**src/sar_adc_map.svh**
```systemverilog
`ifndef SAR_ADC_MAP_SVH
`define SAR_ADC_MAP_SVH

// Result width and code span
`define RESULT_BITS 12
`define CODE_STEPS 4096
// Conversion time per grade in ns, slow, middle and fast
`define CONVERT_TIME_SLOW_NS 8000
`define CONVERT_TIME_MID_NS 3000
`define CONVERT_TIME_FAST_NS 1500
// System clock period in ns
`define CLK_PERIOD_NS 10
// Conversion cycle counts, a longest time, so rounded down
`define CONVERT_CYCLES_SLOW (`CONVERT_TIME_SLOW_NS / `CLK_PERIOD_NS)
`define CONVERT_CYCLES_MID (`CONVERT_TIME_MID_NS / `CLK_PERIOD_NS)
`define CONVERT_CYCLES_FAST (`CONVERT_TIME_FAST_NS / `CLK_PERIOD_NS)
// Grade codes
`define GRADE_SLOW 2'h0
`define GRADE_MID 2'h1
`define GRADE_FAST 2'h2
// Timer and bit counter widths
`define TIMER_W 10
`define BITCNT_W 4
// Reset values
`define RESULT_RESET 12'h000
`define SAMPLE_RESET 12'h000

`endif

```
**src/sar_adc_pkg.sv**
```systemverilog
package sar_adc_pkg;

  typedef enum logic [1:0] {
    ST_ACQUIRE = 2'b00,
    ST_CONVERT = 2'b01,
    ST_SLEEP = 2'b10
  } adc_state_t;

  // Synchronised link pins
  typedef struct packed {
    logic strobe;
    logic sck;
  } link_in_t;

  // Serial output pin as driven
  typedef struct packed {
    logic data;
    logic oe;
  } link_out_t;

endpackage

```
**src/sar_sync2.sv**
```systemverilog
`timescale 1ns/10ps
// Two-flop synchroniser for one pin; stage one is read by stage two only
module sar_sync2
(
  // Clock and reset
  input wire logic i_clk,
  input wire logic i_reset_n,
  input wire logic i_ce,
  // Pin level
  input wire logic i_pin,
  output logic o_level
);

  typedef struct packed {
    logic meta;
    logic level;
  } sync_state_t;

  sync_state_t st;
  sync_state_t next_st;

  // Shift the pin through both stages
  always_comb
  begin
    next_st = st;
    if (i_ce)
    begin
      next_st.meta = i_pin;
      next_st.level = st.meta;
    end
  end

  always_ff @(posedge i_clk or negedge i_reset_n)
  begin
    if (!i_reset_n)
      st <= '0;
    else
      st <= next_st;
  end

  assign o_level = st.level;

endmodule // sar_sync2

```
**src/sar_adc_serial_readout.sv**
```systemverilog
`timescale 1ns/10ps
`include "sar_adc_map.svh"
// Contract
// A rising convert_strobe starts converting the held sample and floats serial_result_out.
// When conversion ends with the strobe still high the device sleeps with bias off.
// A falling convert_strobe enables serial_result_out and presents result_top_bit at once.
// Each falling shift clock edge moves out the next bit; the host samples on the rising edge.
// After twelve bits, further falling shift clock edges with the strobe low give zeros.
// Sample-and-hold stays in hold during sleep and returns to sampling after the strobe falls.
// A low strobe wakes the device and starts acquisition; host waits acquisition_interval.
// Conversion is timed internally, independent of the shift clock, for three grade rates.
// The host should hold the shift clock static while a conversion runs.
// The host holds the strobe high for at least 8, 3 or 1.5 us by grade.
// A frame is the twelve result bits, most significant first, then only zeros.
// The result is straight binary, one step being full scale over 4096.
// serial_result_out floats while the strobe is high and is driven only while it is low.
module sar_adc_serial_readout
  import sar_adc_pkg::*;
(
  // Clock, reset and enable
  input wire logic i_clk,
  input wire logic i_reset_n,
  input wire logic i_ce,
  // Grade select, static
  input wire logic [1:0] i_grade,
  // Converter core: quantised code of the held sample
  input wire logic [`RESULT_BITS-1:0] i_sample_code,
  // Link pins from the host
  input wire logic i_convert_strobe,
  input wire logic i_shift_clk,
  // Serial result pin
  output logic o_serial_result_out,
  output logic o_serial_result_out_oe,
  // Analog core controls
  output logic o_sampling,
  output logic o_bias_on,
  output logic o_converting
);

  typedef struct packed {
    adc_state_t state;
    logic strobe_d;
    logic sck_d;
    logic [`TIMER_W-1:0] timer;
    logic [`RESULT_BITS-1:0] shreg;
    logic [`BITCNT_W-1:0] bits_left;
    link_out_t pin;
    logic sampling;
    logic bias_on;
    logic converting;
  } core_state_t;

  core_state_t st;
  core_state_t next_st;
  link_in_t lin;
  logic strobe_rise;
  logic strobe_fall;
  logic sck_fall;
  logic [`TIMER_W-1:0] convert_len;

  // Both pins are asynchronous to i_clk, so each passes two flops first
  sar_sync2 u_sync_convert_strobe
  (
    .i_clk(i_clk),
    .i_reset_n(i_reset_n),
    .i_ce(i_ce),
    .i_pin(i_convert_strobe),
    .o_level(lin.strobe)
  );

  sar_sync2 u_sync_sck
  (
    .i_clk(i_clk),
    .i_reset_n(i_reset_n),
    .i_ce(i_ce),
    .i_pin(i_shift_clk),
    .o_level(lin.sck)
  );

  // Edge detection on synchronised levels only
  assign strobe_rise = lin.strobe && !st.strobe_d;
  assign strobe_fall = !lin.strobe && st.strobe_d;
  assign sck_fall = !lin.sck && st.sck_d;

  // Conversion length by grade; the shift clock plays no part here
  always_comb
  begin
    if (i_grade == `GRADE_SLOW)
      convert_len = `TIMER_W'(`CONVERT_CYCLES_SLOW);
    else if (i_grade == `GRADE_MID)
      convert_len = `TIMER_W'(`CONVERT_CYCLES_MID);
    else
      convert_len = `TIMER_W'(`CONVERT_CYCLES_FAST);
  end

  // Whole next state
  always_comb
  begin
    next_st = st;
    if (i_ce)
    begin
      next_st.strobe_d = lin.strobe;
      next_st.sck_d = lin.sck;
      case (st.state)
        ST_ACQUIRE:
        begin
          next_st.sampling = 1'b1;
          next_st.bias_on = 1'b1;
          if (strobe_rise)
          begin
            // Freeze sample and float the pin at once
            next_st.state = ST_CONVERT;
            next_st.sampling = 1'b0;
            next_st.converting = 1'b1;
            next_st.timer = convert_len - `TIMER_W'(1);
            next_st.pin.oe = 1'b0;
            next_st.pin.data = 1'b0;
          end
        end
        ST_CONVERT:
        begin
          if (st.timer != '0)
            next_st.timer = st.timer - `TIMER_W'(1);
          else
          begin
            // Straight binary code from the core, no recoding
            next_st.shreg = i_sample_code;
            next_st.converting = 1'b0;
            next_st.state = ST_SLEEP;
            next_st.bias_on = 1'b0;
          end
        end
        ST_SLEEP:
        begin
          // Hold stays on; wake only when the strobe drops
          next_st.sampling = 1'b0;
          next_st.bias_on = 1'b0;
          if (strobe_fall)
          begin
            next_st.state = ST_ACQUIRE;
            next_st.sampling = 1'b1;
            next_st.bias_on = 1'b1;
            next_st.pin.oe = 1'b1;
            next_st.pin.data = st.shreg[`RESULT_BITS-1];
            next_st.shreg = {st.shreg[`RESULT_BITS-2:0], 1'b0};
            next_st.bits_left = `BITCNT_W'(`RESULT_BITS - 1);
          end
        end
        default:
        begin
          next_st.state = ST_ACQUIRE;
        end
      endcase
      // Shifting while driving; shreg back-fills zeros so the tail is zero
      if (st.state == ST_ACQUIRE && st.pin.oe && !strobe_rise && sck_fall)
      begin
        next_st.pin.data = st.shreg[`RESULT_BITS-1];
        next_st.shreg = {st.shreg[`RESULT_BITS-2:0], 1'b0};
        if (st.bits_left != '0)
          next_st.bits_left = st.bits_left - `BITCNT_W'(1);
        else
          next_st.pin.data = 1'b0;
      end
    end
  end

  always_ff @(posedge i_clk or negedge i_reset_n)
  begin
    if (!i_reset_n)
    begin
      st <= '0;
      st.state <= ST_SLEEP;
      st.shreg <= `RESULT_RESET;
    end
    else
      st <= next_st;
  end

  // Outputs straight from flops
  assign o_serial_result_out = st.pin.data;
  assign o_serial_result_out_oe = st.pin.oe;
  assign o_sampling = st.sampling;
  assign o_bias_on = st.bias_on;
  assign o_converting = st.converting;
endmodule // sar_adc_serial_readout

```
**config.mk**
```make
export PLATFORM = sky130hd
export DESIGN_NAME = sar_adc_serial_readout
export DESIGN_NICKNAME = d
export VERILOG_FILES = /design/src/sar_adc_pkg.sv /design/src/sar_sync2.sv /design/src/sar_adc_serial_readout.sv
export VERILOG_INCLUDE_DIRS = /design/src
export SDC_FILE = /design/constraint.sdc
export NUM_CORES = 1
export LEC_CHECK = 0
export ABC_AREA = 1
export BUFFER_PORTS_ARGS = -buffer_cell sky130_fd_sc_hd__buf_2
export CORE_MARGIN = 5
export CORE_UTILIZATION = 35
export CTS_BUF_LIST = sky130_fd_sc_hd__clkbuf_2 sky130_fd_sc_hd__clkbuf_4 sky130_fd_sc_hd__clkbuf_8
export DETAILED_ROUTE_END_ITERATION = 10
export SYNTH_ARGS = -nofsm -noshare
export SYNTH_HDL_FRONTEND = slang
export SYNTH_SLANG_ARGS = --single-unit
```
**constraint.sdc**
```tcl
create_clock -name i_clk -period 2.6 [get_ports i_clk]
set_clock_uncertainty 0.1 [all_clocks]
set_input_delay 0.13 -clock i_clk [delete_from_list [all_inputs] [get_ports i_clk]]
set_output_delay 0.13 -clock i_clk [all_outputs]
set_load 0.01 [all_outputs]
```
==> results.sh <==
export IMPL_post_cts_buffers=0
export IMPL_synth_seq_cells=39
export IMPL_pin_count=24
export IMPL_grt_util_met3_pct=2.92
export IMPL_status="finished clean"
export IMPL_ff_latch_area_um2=977
export IMPL_use_met1_pct=17.8
export IMPL_tns_ps=0
export IMPL_wl_per_cell_um=12.2
export IMPL_fp_coreArea_um2=6280
export IMPL_syn_inst=311
export IMPL_dr_pass1_iters=4
export IMPL_relSlewSlack_pct=40.6
export IMPL_worst_skew_pair_late_latency_ps=290
export IMPL_rsz0062_at_grt="false"
export IMPL_crit_fanout=13
export IMPL_instances_no_fill=417
export IMPL_fill_cells=678
export IMPL_die_w_um=89.8
export IMPL_holdBufCountCts=4
export IMPL_clock_sinks=39
export IMPL_antenna_found_initial=0
export IMPL_routed_wl_um=5080
export IMPL_hold_path_class="in -> reg"
export IMPL_worstMarginPinSlew_ps=890
export IMPL_final_setup_viol_count=0
export IMPL_drive_gt1_share_pct=15.3
export IMPL_ys_warn_count=0
export IMPL_max_cap_violations=0
export IMPL_path_clk_slew_ps=80
export IMPL_critPathKind="reg -> reg"
export IMPL_grt_pass1_vias=1936
export IMPL_fin_nets=360
export IMPL_fin_util_pct=40.6
export IMPL_start_util_pct=35.5
export IMPL_leakage_nw=1.33
export IMPL_p_per_area_nw_per_um2=1050
export IMPL_drt_initial_drc_count=138
export IMPL_grt_use_met2_pct=19.3
export IMPL_cts_root_buffer="clkbuf_8"
export IMPL_synthDistinctLibCells=29
export IMPL_post_drt_via_cell_ratio=4.86
export IMPL_ir_drop_uv=432
export IMPL_min_period_over_period_pct=86.8
export IMPL_cts_tree="built"
export IMPL_grt_max_degree=40
export IMPL_required_ps=2690
export IMPL_vias=2025
export IMPL_crit_path_end_kind="flip-flop"
export IMPL_dpl_cell_count=405
export IMPL_whs_ps=53.8
export IMPL_slew_viol_final=0
export IMPL_hold_violations=0
export IMPL_fmax_ghz=0.443
export IMPL_arrival_ps=2340
export IMPL_grtUsageTotal_pct=12.8
export IMPL_cts_max_path_buffers=2
export IMPL_syn_nets=332
export IMPL_final_area_um2=2550
export IMPL_synth_area_um2=2230
export IMPL_yosys_area_top_type="dfrtp_1"
export IMPL_placed_cell_area_um2=2400
export IMPL_period_minus_slack_ps=2260
export IMPL_multi_input_area_um2=1090
export IMPL_synth_top_cell_area_share_pct=42.7
export IMPL_critPathLaunchType="flip-flop"
export IMPL_portBuffers=23
export IMPL_htree_levels=2
export IMPL_synthTopCellsByArea="dfrtp_1 (43%), nand2_1 (20%), nand3_1 (7.4%)"
export IMPL_seq_area_frac_synth_pct=43.9
export IMPL_syn_to_final_growth_pct=14.4
export IMPL_gp_congestion=0.948
export IMPL_syn_area_per_cell_um2=7.17
export IMPL_numCtsBuffers=5
export IMPL_row_count=29
export IMPL_diodes=0
export IMPL_die_height_um=89.8
export IMPL_grt_overflow=0
export IMPL_grt_first_pass_wirelength_um=8710
export IMPL_post_cts_resize_count=0
export IMPL_top_usage_layer="met2"
export IMPL_dieArea_um2=8060
export IMPL_drcViolationCount=0
export IMPL_ant_nets=0
export IMPL_dp_hpwl_um=3590
==> where the power goes <==
group / total, mW / internal (mW) / switching (mW)
sequential: 1.04 / 0.848 / 0.188
combinational: 1.12 / 0.392 / 0.732
clock: 0.521 / 0.286 / 0.235
total: 2.68 / 1.53 / 1.16
==> synth_stat cells <==
cell / count
nand2_1: 121
dfrtp_1: 38
nand3_1: 33
o21ai_0: 28
nor2_1: 23
inv_1: 20
o21ai_1: 5
buf_2: 4
nand2_2: 4
nand4_1: 4
nor2_2: 4
buf_6: 3
inv_2: 3
ha_1: 2
nand2_4: 2
nor2_4: 2
nor3_1: 2
o21a_1: 2
a21oi_1: 1
a22oi_1: 1
buf_4: 1
clkbuf_2: 1
clkinv_1: 1
dfstp_2: 1
inv_4: 1
nand3_2: 1
nand3b_1: 1
xnor2_1: 1
xor2_1: 1
==> logic make-up after synthesis <==
family / Yosys count / share of synthesized area, %
simple gates: 197 / 38.3
compound gates: 37 / 8.65
fa+ha+maj: 2 / 1.12
xor+xnor: 2 / 0.786
buf+inv: 34 / 7.30
flops: 39 / 43.9
==> final cells by class <==
cell class | instances | area share (%)
multi-input cells | 238 | 42.7
flip-flops and latches | 39 | 38.3
repair buffers | 30 | 6.97
inverters | 25 | 3.78
well taps | 77 | 3.78
clock buffers | 5 | 2.70
clock inverters | 3 | 1.72
==> worst max-delay path, stage by stage (launching register included) <==
cell     delay, ps
dfrtp_1        670
nor2_4          90
inv_1           70
nor2_1          70
nor2_1         620
nand2_2        340
nand2_1        120
o21ai_0         70
==> flip-flops by register name, indices dropped and copies added (netlist names) <==
register,cells
o_sampling,1
st,30
u_sync_convert_strobe.o_level,1
u_sync_convert_strobe.st,1
o_serial_result_out,1
o_bias_on,1
o_converting,1
o_serial_result_out_oe,1
u_sync_sck.o_level,1
u_sync_sck.st,1
==> stage by stage <==
stage / worst slack (ps) / power, mW
after floorplan: 776 / 1.89
after global placement: 419 / 2.15
after detailed placement: 376 / 2.16
after CTS: 353 / 2.69
after global routing: 138 / 2.91
final: 342 / 2.68
==> cell usage in the layout (no fill, tap or decap), types with 4 or more instances in the layout <==
master / synthesis / final
nand3_1: 33 / 33
nand4_1: 4 / 4
nor2_2: 4 / 4
dfrtp_1: 38 / 38
nand2_1: 121 / 121
o21ai_1: 5 / 5
o21ai_0: 28 / 28
nor2_1: 23 / 23
buf_2: 4 / 23
dlygate4sd3_1: 0 / 4
clkbuf_8: 0 / 5
nand2_2: 4 / 4
inv_1: 20 / 20
==> final timing paths <==
| check | depth (start not counted) | to | startpoint | slack [ps] |
|---|---|---|---|---|
| worst max-delay path | 7 | st[9] | st[33] | 340 |
| worst min-delay path | 3 | u_sync_sck.st[1] | i_ce | 50 |
| worst max register to register | 7 | st[9] | st[33] | 340 |
| worst min register to register | 2 | st[17] | st[17] | 370 |
| max in group asynchronous | 2 | st[32] | i_reset_n | 1460 |
| min in group asynchronous | 2 | st[10] | i_reset_n | 390 |
==> routing by layer <==
layer,vias up,part of all wire [%]
met4,0,2.0
li1,1051,-
met5,-,0
met2,39,41
met1,927,53
met3,8,3.7
(Power assumes the default switching activity.)
